**src/irq_defines.svh**
```systemverilog
// Purpose: Offsets, field positions and reset values of the irq block.
// Assumes: APB byte addresses, one aligned 32-bit word per register.
// Notes:   Included by the design module and the bench top.
//
// What this block does
// - On interrupt entry push the return program counter onto the stack.
// - On entry copy W, status, bank select, pointers, PC latch to shadows.
// - On return reload every shadowed register from its shadow copy.
// - Live register changes made in the service routine are lost on return.
// - Software writing a shadow copy gets that value restored on return, except status bits 4 and 3, which are never kept.
// - Shadow copies sit in data bank 31, readable and writable.
// - Flags set on their event regardless of own or global enable.
// - Global enable bit 7 allows enabled interrupts; zero blocks all.
// - Group enable bit 6 gates every peripheral-register interrupt.
// - Bits 5, 4, 3 enable timer0, external pin, pin change.
// - Bit 2 set by timer0 overflow; software reads and writes it.
// - Bit 1 set by external pin event; software reads and writes it.
// - Bit 0 read-only, one while any pin change is recorded.
// - Enable register 1 holds eight peripheral enables, bit 7 to 0.
// - Enable register 3 holds bits 5, 4, 3, 1 on the larger variant.
// - Enable register 4 holds bits 1, 0 on the larger variant.
// - All enable and flag bits clear on every reset.
// - Unimplemented bits ignore writes and read zero.
// - Accepted interrupt flushes, clears global enable, pushes, saves, vectors.
// - Return pops the address, restores context, sets global enable.
`ifndef IRQ_DEFINES_SVH
`define IRQ_DEFINES_SVH

// Register byte offsets.
`define OFS_CORE_CTL   16'h0000
`define OFS_PEN1       16'h0004
`define OFS_PEN2       16'h0008
`define OFS_PEN3       16'h000C
`define OFS_PEN4       16'h0010
// Shadow bank 31 base, eight words from here.
`define OFS_SHADOW     16'h1F00
`define SHADOW_WORDS   8

// Core control field positions.
`define BIT_GLOBAL_EN  7
`define BIT_GROUP_EN   6
`define BIT_T0IE       5
`define BIT_INTE       4
`define BIT_CHANGE_EN  3
`define BIT_T0IF       2
`define BIT_PIN_FLAG   1
`define BIT_CHANGE_FLAG 0

// Implemented bit masks of the peripheral enable registers.
`define MASK_PEN1      8'hFF
`define MASK_PEN2      8'hF9
`define MASK_PEN3      8'h3A
`define MASK_PEN4      8'h03
// Status bits that are saved and restored; the watchdog and sleep bits are not.
`define MASK_STATUS    8'hE7

// Reset values and vector.
`define RST_BYTE       8'h00
`define IRQ_VECTOR     16'h0004

`endif

```
**src/irq_pkg.sv**
```systemverilog
// Purpose: Types shared by the irq block and its bench.
// Assumes: irq_defines.svh holds all numeric constants.
// Notes:   Field order of ctx_t is the shadow word order.
package irq_pkg;

    // Working context of the core that is shadowed.
    typedef struct packed {
        logic [7:0] pc_high;
        logic [7:0] fsr1h;
        logic [7:0] fsr1l;
        logic [7:0] fsr0h;
        logic [7:0] fsr0l;
        logic [7:0] bank_sel;
        logic [7:0] status;
        logic [7:0] w;
    } ctx_t;

    // Peripheral flag registers, level inputs.
    typedef struct packed {
        logic [7:0] p4;
        logic [7:0] p3;
        logic [7:0] p2;
        logic [7:0] p1;
    } periph_flags_t;

    // Service state of the core.
    typedef enum logic [0:0] {
        RUNNING    = 1'b0,
        IN_SERVICE = 1'b1
    } svc_state_t;

endpackage

```
**src/irq_enable_and_context_shadow.sv**
```systemverilog
// Purpose: Interrupt enable bank, request logic and context shadowing.
// Assumes: Core and event sources run on mclk; APB slave, one wait state.
// Notes:   Core entry and return are single-cycle strobes from the core.
//
// The implementer's own choices: register access over APB and the register addresses.
`timescale 1ns/1ps
`include "irq_defines.svh"

module irq_enable_and_context_shadow
    import irq_pkg::*;
#(
    parameter int PC_W          = 15,
    parameter bit LARGE_VARIANT = 1'b1
) (
    // Clock and reset.
    input  wire logic          mclk,
    input  wire logic          sys_rst,
    // APB slave.
    input  wire logic          psel,
    input  wire logic          penable,
    input  wire logic          pwrite,
    input  wire logic [15:0]   paddr,
    input  wire logic [31:0]   pwdata,
    output logic      [31:0]   prdata,
    output logic               pready,
    output logic               pslverr,
    // Event sources.
    input  wire logic          timer0_ovf,
    input  wire logic          ext_pin_event,
    input  wire logic          pin_change_pending,
    input  periph_flags_t      periph_flags,
    // Core handshake.
    input  wire logic          irq_entry,
    input  wire logic          irq_return,
    input  wire logic [PC_W-1:0] return_pc,
    input  ctx_t               live_ctx,
    output logic               irq_request,
    output logic               flush_prefetch,
    output logic               stack_push,
    output logic [PC_W-1:0]    push_pc,
    output logic               stack_pop,
    output logic               vector_load,
    output logic [15:0]        vector_addr,
    output logic               ctx_restore,
    output ctx_t               restore_ctx
);

    ////////////////////////////////////////////////////////////////////
    // Elaboration checks.

    generate
        if (PC_W < 3 || PC_W > 16) begin : g_bad_pc
            $error("PC_W must lie between 3 and 16.");
        end
    endgenerate

    ////////////////////////////////////////////////////////////////////
    // Storage.

    logic          global_irq_en;
    logic          periph_group_irq_en;
    logic          timer0_ovf_en;
    logic          ext_pin_irq_en;
    logic          pin_change_irq_en;
    logic          timer0_ovf_flag;
    logic          ext_pin_irq_flag;
    logic          pin_change_irq_flag;
    logic [7:0]    pie [4];
    ctx_t          shadow;
    svc_state_t    svc_state;

    logic          wr_en;
    logic          rd_en;
    logic [7:0]    wbyte;
    logic          hit_reg;
    logic          hit_shadow;
    logic [2:0]    shadow_idx;
    logic [7:0]    pie_mask [4];
    logic          accept;
    logic          next_request;
    ctx_t          next_shadow;

    // Shadow word index from a byte address inside bank 31.
    function automatic logic [2:0] shadow_index(input logic [15:0] a);
        return a[4:2];
    endfunction

    // Read one shadow byte by index.
    function automatic logic [7:0] shadow_byte(input ctx_t c,
                                               input logic [2:0] i);
        logic [63:0] flat;
        flat = c;
        return flat[i*8 +: 8];
    endfunction

    ////////////////////////////////////////////////////////////////////
    // APB decode. A request is acted on in the access phase, once.

    assign wr_en      = psel && penable && pwrite && !pready;
    assign rd_en      = psel && penable && !pwrite && !pready;
    assign wbyte      = pwdata[7:0];
    assign shadow_idx = shadow_index(paddr);
    assign hit_shadow = (paddr[15:5] == 11'(`OFS_SHADOW >> 5))
                        && (paddr[1:0] == 2'b00);
    assign hit_reg    = (paddr == `OFS_CORE_CTL) || (paddr == `OFS_PEN1)
                        || (paddr == `OFS_PEN2) || (paddr == `OFS_PEN3)
                        || (paddr == `OFS_PEN4);

    // Implemented enable bits; the small variant has no register 3 or 4.
    assign pie_mask[0] = `MASK_PEN1;
    assign pie_mask[1] = `MASK_PEN2;
    assign pie_mask[2] = LARGE_VARIANT ? `MASK_PEN3 : 8'h00;
    assign pie_mask[3] = LARGE_VARIANT ? `MASK_PEN4 : 8'h00;

    // Entry is honoured only while the global enable is set.
    // A strobe that comes while it is clear is dropped; the flag that
    // caused it stays set and is served once the enable returns.
    assign accept = irq_entry && global_irq_en;

    ////////////////////////////////////////////////////////////////////
    // APB answer: pready one cycle into the access phase.
    // Reads and writes act once, in the first access cycle; pready then
    // closes the access, so every transfer has exactly one wait state.

    always_ff @(posedge mclk) begin
        if (sys_rst) begin
            pready  <= 1'b0;
            pslverr <= 1'b0;
            prdata  <= 32'h0000_0000;
        end else begin
            pready  <= psel && penable && !pready;
            pslverr <= psel && penable && !pready && !hit_reg && !hit_shadow;
            if (rd_en) begin
                prdata <= 32'h0000_0000;
                if (hit_shadow) begin
                    prdata[7:0] <= shadow_byte(shadow, shadow_idx);
                end else begin
                    unique case (paddr)
                        `OFS_CORE_CTL: prdata[7:0] <= {global_irq_en,
                            periph_group_irq_en, timer0_ovf_en,
                            ext_pin_irq_en, pin_change_irq_en,
                            timer0_ovf_flag, ext_pin_irq_flag,
                            pin_change_irq_flag};
                        `OFS_PEN1: prdata[7:0] <= pie[0] & pie_mask[0];
                        `OFS_PEN2: prdata[7:0] <= pie[1] & pie_mask[1];
                        `OFS_PEN3: prdata[7:0] <= pie[2] & pie_mask[2];
                        `OFS_PEN4: prdata[7:0] <= pie[3] & pie_mask[3];
                        default:   prdata[7:0] <= 8'h00;
                    endcase
                end
            end
        end
    end

    ////////////////////////////////////////////////////////////////////
    // Global enable: cleared on entry, set on return, else software.

    always_ff @(posedge mclk) begin
        if (sys_rst) begin
            global_irq_en <= 1'b0;
        end else if (accept) begin
            global_irq_en <= 1'b0;
        end else if (irq_return && svc_state == IN_SERVICE) begin
            global_irq_en <= 1'b1;
        end else if (wr_en && paddr == `OFS_CORE_CTL) begin
            global_irq_en <= wbyte[`BIT_GLOBAL_EN];
        end
    end

    // Core enables, plain read and write.
    always_ff @(posedge mclk) begin
        if (sys_rst) begin
            periph_group_irq_en <= 1'b0;
            timer0_ovf_en       <= 1'b0;
            ext_pin_irq_en      <= 1'b0;
            pin_change_irq_en   <= 1'b0;
        end else if (wr_en && paddr == `OFS_CORE_CTL) begin
            periph_group_irq_en <= wbyte[`BIT_GROUP_EN];
            timer0_ovf_en       <= wbyte[`BIT_T0IE];
            ext_pin_irq_en      <= wbyte[`BIT_INTE];
            pin_change_irq_en   <= wbyte[`BIT_CHANGE_EN];
        end
    end

    // Core flags: a hardware event wins over a software clear.
    // Letting the clear win in that cycle would lose the event for good,
    // so software at worst sees the flag again and serves it twice.
    always_ff @(posedge mclk) begin
        if (sys_rst) begin
            timer0_ovf_flag  <= 1'b0;
            ext_pin_irq_flag <= 1'b0;
        end else begin
            if (timer0_ovf) begin
                timer0_ovf_flag <= 1'b1;
            end else if (wr_en && paddr == `OFS_CORE_CTL) begin
                timer0_ovf_flag <= wbyte[`BIT_T0IF];
            end
            if (ext_pin_event) begin
                ext_pin_irq_flag <= 1'b1;
            end else if (wr_en && paddr == `OFS_CORE_CTL) begin
                ext_pin_irq_flag <= wbyte[`BIT_PIN_FLAG];
            end
        end
    end

    // Pin change flag follows the pending level; writes do not touch it.
    // Software clears the recorded changes at their source, not here.
    always_ff @(posedge mclk) begin
        if (sys_rst) begin
            pin_change_irq_flag <= 1'b0;
        end else begin
            pin_change_irq_flag <= pin_change_pending;
        end
    end

    ////////////////////////////////////////////////////////////////////
    // Peripheral enable registers; only implemented bits are stored.

    always_ff @(posedge mclk) begin
        if (sys_rst) begin
            for (int i = 0; i < 4; i++) begin
                pie[i] <= `RST_BYTE;
            end
        end else if (wr_en) begin
            for (int i = 0; i < 4; i++) begin
                if (paddr == `OFS_PEN1 + 16'(i * 4)) begin
                    pie[i] <= wbyte & pie_mask[i];
                end
            end
        end
    end

    ////////////////////////////////////////////////////////////////////
    // Request forming.
    // The request leaves from a flip-flop; its input is held low in the cycle
    // of an accepted entry, so the core sees the request low from the next cycle.

    always_comb begin
        logic periph_hit;
        periph_hit = 1'b0;
        for (int i = 0; i < 4; i++) begin
            periph_hit = periph_hit
                | (|(pie[i] & pie_mask[i] & periph_flags[i*8 +: 8]));
        end
        next_request = global_irq_en && !accept
            && ((timer0_ovf_en && timer0_ovf_flag)
                || (ext_pin_irq_en && ext_pin_irq_flag)
                || (pin_change_irq_en && pin_change_irq_flag)
                || (periph_group_irq_en && periph_hit));
    end

    always_ff @(posedge mclk) begin
        if (sys_rst) begin
            irq_request <= 1'b0;
        end else begin
            irq_request <= next_request;
        end
    end

    ////////////////////////////////////////////////////////////////////
    // Service state: entry opens it, return closes it.

    always_ff @(posedge mclk) begin
        if (sys_rst) begin
            svc_state <= RUNNING;
        end else begin
            unique case (svc_state)
                RUNNING: begin
                    if (accept) begin
                        svc_state <= IN_SERVICE;
                    end
                end
                IN_SERVICE: begin
                    if (irq_return) begin
                        svc_state <= RUNNING;
                    end
                end
            endcase
        end
    end

    ////////////////////////////////////////////////////////////////////
    // Shadow copies: captured on entry, else written by software.
    // A software write lands in the copy that the next return restores;
    // the watchdog and sleep bits are never kept in the status copy.

    always_comb begin
        logic [63:0] flat;
        flat = shadow;
        if (wr_en && hit_shadow) begin
            flat[shadow_idx*8 +: 8] = wbyte;
        end
        next_shadow = flat;
        if (accept) begin
            next_shadow        = live_ctx;
            next_shadow.status = live_ctx.status & `MASK_STATUS;
        end
        next_shadow.status = next_shadow.status & `MASK_STATUS;
    end

    always_ff @(posedge mclk) begin
        if (sys_rst) begin
            shadow <= '0;
        end else begin
            shadow <= next_shadow;
        end
    end

    ////////////////////////////////////////////////////////////////////
    // Entry strobes toward the core and the return stack.

    always_ff @(posedge mclk) begin
        if (sys_rst) begin
            flush_prefetch <= 1'b0;
            stack_push     <= 1'b0;
            push_pc        <= '0;
            vector_load    <= 1'b0;
            vector_addr    <= 16'h0000;
        end else begin
            flush_prefetch <= accept;
            stack_push     <= accept;
            vector_load    <= accept;
            if (accept) begin
                push_pc     <= return_pc;
                vector_addr <= `IRQ_VECTOR;
            end
        end
    end

    // Return strobes: pop and restore the shadow, live edits are lost.
    // A return while not in service is ignored, so a stray strobe cannot
    // pop the stack or restore a stale context.
    always_ff @(posedge mclk) begin
        if (sys_rst) begin
            stack_pop   <= 1'b0;
            ctx_restore <= 1'b0;
            restore_ctx <= '0;
        end else begin
            stack_pop   <= irq_return && svc_state == IN_SERVICE;
            ctx_restore <= irq_return && svc_state == IN_SERVICE;
            if (irq_return && svc_state == IN_SERVICE) begin
                restore_ctx <= shadow;
            end
        end
    end

endmodule

```
**config.mk**
```make
export PLATFORM = sky130hd
export DESIGN_NAME = irq_enable_and_context_shadow
export DESIGN_NICKNAME = d
export VERILOG_FILES = /design/src/irq_pkg.sv /design/src/irq_enable_and_context_shadow.sv
export VERILOG_INCLUDE_DIRS = /design/src /design/src/src
export SDC_FILE = /design/constraint.sdc
export NUM_CORES = 1
export LEC_CHECK = 0
export ABC_AREA = 0
export BUFFER_PORTS_ARGS = -buffer_cell sky130_fd_sc_hd__buf_2
export CAP_MARGIN = 20
export CORE_MARGIN = 5
export CORE_UTILIZATION = 45
export CTS_BUF_LIST = sky130_fd_sc_hd__clkbuf_4 sky130_fd_sc_hd__clkbuf_8
export DETAILED_ROUTE_END_ITERATION = 6
export GPL_TIMING_DRIVEN = 0
export PLACE_DENSITY_LB_ADDON = 0.12
export SLEW_MARGIN = 10
export SYNTH_ARGS = -nofsm -noshare
export SYNTH_HDL_FRONTEND = slang
export SYNTH_SLANG_ARGS = --single-unit
```
**constraint.sdc**
```tcl
create_clock -name mclk -period 6.2 [get_ports mclk]
set_clock_uncertainty 0.15 [all_clocks]
set_input_delay 0.31 -clock mclk [delete_from_list [all_inputs] [get_ports mclk]]
set_output_delay 0.31 -clock mclk [all_outputs]
set_load 0.005 [all_outputs]
```
==> results of run 1 <==
repair_timing:
item                                    in CTS  in global routing
hold endpoints to repair                    48                  2
endpoints found under the setup margin       0                  0
hold buffers                                48                  2
path summary, 6_finish.rpt:
| path | from | to | slack [ns] |
|---|---|---|---|
| worst max register to register | global_irq_en | push_pc[7] | 3.42 |
| worst min-delay path | live_ctx[47] | shadow[47] | 0.02 |
| worst max-delay path | paddr[3] | shadow[51] | 2.24 |
| worst min register to register | restore_ctx[16] | restore_ctx[16] | 0.30 |
logic make-up after synthesis:
logic type,count (synthesis)
simple gates,370
compound gates,221
flops,182
buf+inv,121
mux,55
fa+ha+maj,6
other cells,1
cells in the mapped netlist (11+ instances only):
cell type | count | share of area
a21oi_1 | 100 | 0.059
a22oi_1 | 12 | 0.011
dfxtp_1 | 162 | 0.38
mux2i_1 | 41 | 0.048
edfxtp_1 | 20 | 0.071
nor3_1 | 14 | 0.0082
nand2_1 | 184 | 0.081
nor2_1 | 78 | 0.034
a21o_1 | 12 | 0.011
and2_1 | 33 | 0.024
a211oi_1 | 51 | 0.045
and3_1 | 11 | 0.0081
mux4_2 | 14 | 0.037
buf_4 | 44 | 0.039
clkbuf_1 | 59 | 0.026
critical path: stages:
cell	delay [ns]
buf_2	0.13
clkbuf_1	0.61
clkbuf_1	0.66
inv_1	0.15
ha_1	0.31
clkbuf_1	0.35
nor3b_1	0.96
and2_1	0.33
mux2i_1	0.10
a211oi_1	0.27
layout by cell type, fill, tap and decap left out, types with 6 or more instances in the layout:
| master | count |
|---|---|
| clkbuf_1 | 59 |
| inv_1 | 8 |
| ha_1 | 6 |
| a32o_1 | 8 |
| mux4_2 | 14 |
| conb_1 | 41 |
| edfxtp_1 | 20 |
| and3_1 | 11 |
| dlygate4sd3_1 | 50 |
| a21oi_1 | 100 |
| mux2i_1 | 41 |
| buf_2 | 225 |
| nor3_1 | 14 |
| nand2_1 | 184 |
| clkbuf_8 | 17 |
| a21o_1 | 12 |
| dfxtp_1 | 162 |
| nor4_1 | 8 |
| and2_1 | 33 |
| a22oi_1 | 12 |
| nand3_1 | 8 |
| buf_4 | 44 |
| a211oi_1 | 51 |
| nor2_1 | 78 |
power groups by stage:
| stage | clock network, mW | logic [mW] | registers (mW) |
|---|---|---|---|
| global route | 0.831 | 0.236 | 1.20 |
| detailed placement | 0 | 0.189 | 1.23 |
| CTS | 0.779 | 0.213 | 1.20 |
| floorplan | 0 | 0.0979 | 1.23 |
| finish | 0.775 | 0.220 | 1.20 |
| global placement | 0 | 0.188 | 1.23 |
layer usage:
metal	global-route usage	share of wire	up-vias
met5	0	0.00022	-
met1	0.3809	0.42	3886
met4	0.1011	0.030	2
met3	0.08798	0.11	68
li1	-	-	3974
met2	0.4207	0.44	474
metrics by stage:
| step | instance area, um^2 | setup WS [ns] | power (mW) | hold slack [ns] | util |
|---|---|---|---|---|---|
| after floorplan | 8652 | 3.086 | 1.326 | 0.2698 | - |
| after global placement | 10060 | 1.985 | 1.419 | 0.2888 | 0.5394 |
| final | 10920 | 2.239 | 2.199 | 0.01765 | 0.5855 |
| after global routing | 10920 | 2.149 | 2.272 | 0.01323 | 0.5855 |
| after CTS | 10890 | 2.430 | 2.195 | 0.0004264 | 0.5843 |
| after detailed placement | 10060 | 1.924 | 1.419 | 0.2951 | 0.5394 |
registers in the layout, indices dropped and copies added (netlist names), 8 cells and up:
register and flops:
shadow 62, prdata 8, push_pc 15, restore_ctx 62, pie 20
layout make-up:
class                      instances  area share
antenna                            1   0.0002293
timing repair buffer             272      0.1476
inverter                           9    0.003095
clock buffer                      19     0.02281
clock inverter                    12    0.009858
multi-input combinational        693      0.3814
sequential                       182      0.3521
tap                              234     0.02682
buffer                           112     0.05605
==> impl_metrics.tcl, run 1 <==
set metrics [dict create \
    vias 8404 \
    worstSetupPathType "in2reg" \
    power.leakage_nw 4.875 \
    dieArea_um2 21740 \
    combPwrFrac 0.100 \
    power_switching_mw 0.5790 \
    p_seq_frac 0.547 \
    period_minus_slack_ns 3.961 \
    wire_per_inst_um 20.36 \
    power.share.clock 0.352 \
    start_util 0.4560 \
    status "finished, final reports clean" \
    ys_seq_area_frac 0.4521 \
    synth_edf_count 20 \
    die_x_um 147.5 \
    final_cells 1534 \
    ys_types 53 \
    max_freq_mhz 252.5 \
    clock_tree.root_cell "clkbuf_8" \
    grt_max_degree 17 \
    grt_first_pass_wirelength_mm 46.56 \
    drive_gt1_frac 0.2564 \
    cp_data_required_time_ns 6.44 \
    synth_compound_area_frac 0.1751 \
    relSlewSlack 0.2447 \
    grt.total_usage 0.2798 \
    max_slew.worst_pin.slew_ns 1.131 \
    fin_crit_sh 0.6388 \
    worstSkewPairLatency_ns 0.47 \
    slew_viol_final 0 \
    cts_setup_buffers 0 \
    grt_pass1_vias 8107 \
    tns_ns 0 \
    worstPathArrival_ns 4.20 \
    synth.area.mux_share 0.08536 \
    setup_viol 0 \
    dr.pass1.iters 7 \
    final-seq-area_um2 3844 \
    antenna_found_initial 3 \
    startpoint_type "input port" \
    syn_inst 956 \
    htree_levels 4 \
    synth_top_flop_cell "dfxtp_1" \
    internal-power_mw 1.620 \
    r2r_cells 6 \
    core_um2 18640 \
    crit_fanout 10 \
    hold_viol_final 0 \
    cts_tree "yes" \
    drv_cap 0 \
    final_antenna_net_count 0 \
    synth_xor_area_frac 0 \
    place.gp.congestion 0.9536 \
    min_path_cells 3 \
    grt_setup_unrepaired "false" \
    grt_overflow_total 0 \
    post-dp-hpwl_mm 23.35 \
    fin_nets 1462 \
    via_per_inst 5.478 \
    async_reset_ff_frac 0 \
    synth_area_per_cell_um2 8.893 \
    io_buffers 222 \
    fill_cells 1755 \
    synthAdderAreaFrac 0.008830 \
    syn_area_um2 8502 \
    die_h_um 147.5 \
    cts_buffers 17 \
    cp-end-kind "flip-flop" \
    ys_ff_latch 182 \
    io-pin-count 304 \
    ir_drop_uv 128.9 \
    area_growth_pct 28.39 \
    wirelength_mm 31.23 \
    cts_resized 0 \
    yosys.area_share.simple 0.2022 \
    synth_warnings 0 \
    powerDensity_nw_per_um2 201.4 \
    rows 50 \
    multiInputGateArea_um2 4163 \
    synth_top_family_by_area "simple AND/OR/NAND/NOR gates" \
    hp-class "in2reg" \
    drtIter0Drc 864 \
    drc 0 \
    switching_share 0.2633 \
    cts_sinks 182 \
    dpl.cell_count 1452 \
    clk_pin_slew_ns 0.09 \
    cts_buffer_depth 2 \
]
Note: power is estimated with default switching activity, not from simulation.
==> inputs of run 2 (changes only) <==
- clock period: 6.2 -> 3.4 ns (I/O delays scaled with it)
==> run 2 against run 1 <==
- global-route usage up 0.58 points
- wire length is 2.4% higher
- via count is 3.6% higher
- sequential share of layout area fell by 1.3 points
- core utilization rose by 2.2 points
- sequential power is 83% higher
- setup slack got worse by 2.0 ns
- total power increased by 84%
==> impl_metrics.tcl, run 2 (synthesis results as in run 1) <==
set metrics [dict create \
    cp-end-kind "flip-flop" \
    fill_cells 1699 \
    vias 8704 \
    period_minus_slack_ns 3.182 \
    grt_overflow_total 0 \
    hold_path_end "prdata[4]" \
    p_seq_frac 0.542 \
    grt_setup_unrepaired "false" \
    post-dp-hpwl_mm 23.35 \
    relSlewSlack 0.3812 \
    io_buffers 222 \
    top_regs "restore_ctx (62), shadow (62), pie (20)" \
    die_x_um 147.5 \
    rows 50 \
    power.leakage_nw 5.045 \
    dr.pass1.iters 5 \
    status "finished, final reports clean" \
    critPathSlowestCell "nor4b_1" \
    hp-class "in2reg" \
    antenna_found_initial 2 \
    io-pin-count 304 \
    grt_max_degree 17 \
    switching_share 0.2631 \
    ir_drop_uv 235.4 \
    r2r-end "push_pc[7]" \
    worstPathArrival_ns 3.41 \
    grt_pass1_vias 8327 \
    combPwrFrac 0.109 \
    setup_viol 0 \
    via_per_inst 5.530 \
    dieArea_um2 21740 \
    final_common_cell "buf_2" \
    cts_sinks 182 \
    dpl.cell_count 1452 \
    clk_pin_slew_ns 0.10 \
    crit_fanout 10 \
    final_cell_mix "buf_2 (225), nand2_1 (184), dfxtp_1 (162)" \
    grt.total_usage 0.2856 \
    place.gp.congestion 0.9536 \
    max_slew.worst_pin.slew_ns 0.9198 \
    hold_viol_final 0 \
    drive_gt1_frac 0.2504 \
    grt_first_pass_wirelength_mm 47.66 \
    crit_chain "buf_2 -> buf_2 -> buf_2 -> inv_1 -> ha_1 -> ha_1 -> clkbuf_1 -> nor4b_1 -> nand3_1 -> a32o_1 -> a21o_1" \
    start_util 0.4560 \
    internal-power_mw 2.984 \
    clock_tree.root_cell "clkbuf_8" \
    drv_cap 0 \
    area_growth_pct 33.16 \
    startpoint_type "input port" \
    powerDensity_nw_per_um2 357.7 \
    htree_levels 4 \
    wirelength_mm 31.99 \
    die_h_um 147.5 \
    reg2reg_from "global_irq_en" \
    slew_viol_final 0 \
    regToRegSetupSlack_ns 0.61 \
    drtIter0Drc 912 \
    fin_nets 1501 \
    crit_path_frequent_cell "buf_2" \
    core_um2 18640 \
    max_freq_mhz 314.3 \
    fin_crit_sh 0.9358 \
    cp_data_required_time_ns 3.63 \
    cpPeakStageDelay_ns 0.46 \
    hold_start "paddr[15]" \
    whs_ns 0.02905 \
    cts_buffers 17 \
    fin_util 0.6072 \
    min_path_cells 4 \
    drc 0 \
    worstSetupPathType "in2reg" \
    final_antenna_net_count 0 \
    multiInputGateArea_um2 4168 \
    final-seq-area_um2 3844 \
    final_cells 1574 \
    cts_setup_buffers 0 \
    r2r_cells 6 \
    cts_tree "yes" \
    wire_per_inst_um 20.33 \
    cts_buffer_depth 2 \
    power.share.clock 0.349 \
    fin_area_um2 11320 \
    power_switching_mw 1.065 \
    place_area_um2 10060 \
    worstSkewPairLatency_ns 0.47 \
]
## run 2: layout make-up
cell class	instances	area share
tap	234	0.02586
clock inverter	12	0.009505
antenna	2	0.0004421
inverter	9	0.002984
timing repair buffer	312	0.1777
sequential	182	0.3395
buffer	111	0.05382
multi-input combinational	693	0.3681
clock buffer	19	0.02199
## run 2: power by group through the flow
stage / Combinational [mW] / Sequential (mW) / Clock [mW]
final: 0.440 / 2.20 / 1.41
after global routing: 0.469 / 2.20 / 1.51
after CTS: 0.425 / 2.19 / 1.42
after detailed placement: 0.344 / 2.24 / 0
after global placement: 0.343 / 2.24 / 0
after floorplan: 0.179 / 2.24 / 0
## run 2: per-layer routing
metal	global-route usage	up-vias	routed length (um)
li1	-	4049	-
met1	0.3866	4043	13230
met2	0.4346	535	14080
met3	0.08369	77	3600
met4	0.1072	0	1077
met5	0	-	0
## run 2: critical path, delay by kind of cell
kind,cells,cell delay (ns)
buffers and inverters,5,1.18
adder cells (fa/ha/maj),2,0.68
AO/OA/AOI/OAI,2,0.54
AND/OR/NAND/NOR,2,0.82
## run 2: timing repair
| action | 4_1_cts | 5_1_grt |
|---|---|---|
| resized for setup | 2 | 0 |
| endpoints found under the setup margin | 23 | 8 |
| gates cloned | 0 | 0 |
| endpoints found under the hold margin | 92 | 0 |
| hold buffers | 90 | 0 |
## run 2: how the worst max path moves through the flow
stage,from,endpoint
2_1_floorplan,paddr[3],shadow[0]
4_1_cts,paddr[3],shadow[3]
3_5_place_dp,paddr[3],shadow[51]
5_1_grt,paddr[2],shadow[0]
3_3_place_gp,paddr[3],shadow[7]
6_report,paddr[2],shadow[3]
## run 2: metrics by stage
stage	setup TNS [ns]	worst slack (ns)	power [mW]
3_5_place_dp	-28.34	-0.7356	2.588
6_report	0	0.2183	4.050
4_1_cts	0	0.05205	4.040
5_1_grt	0	0.1228	4.178
3_3_place_gp	-25.87	-0.6750	2.587
2_1_floorplan	0	0.4260	2.417
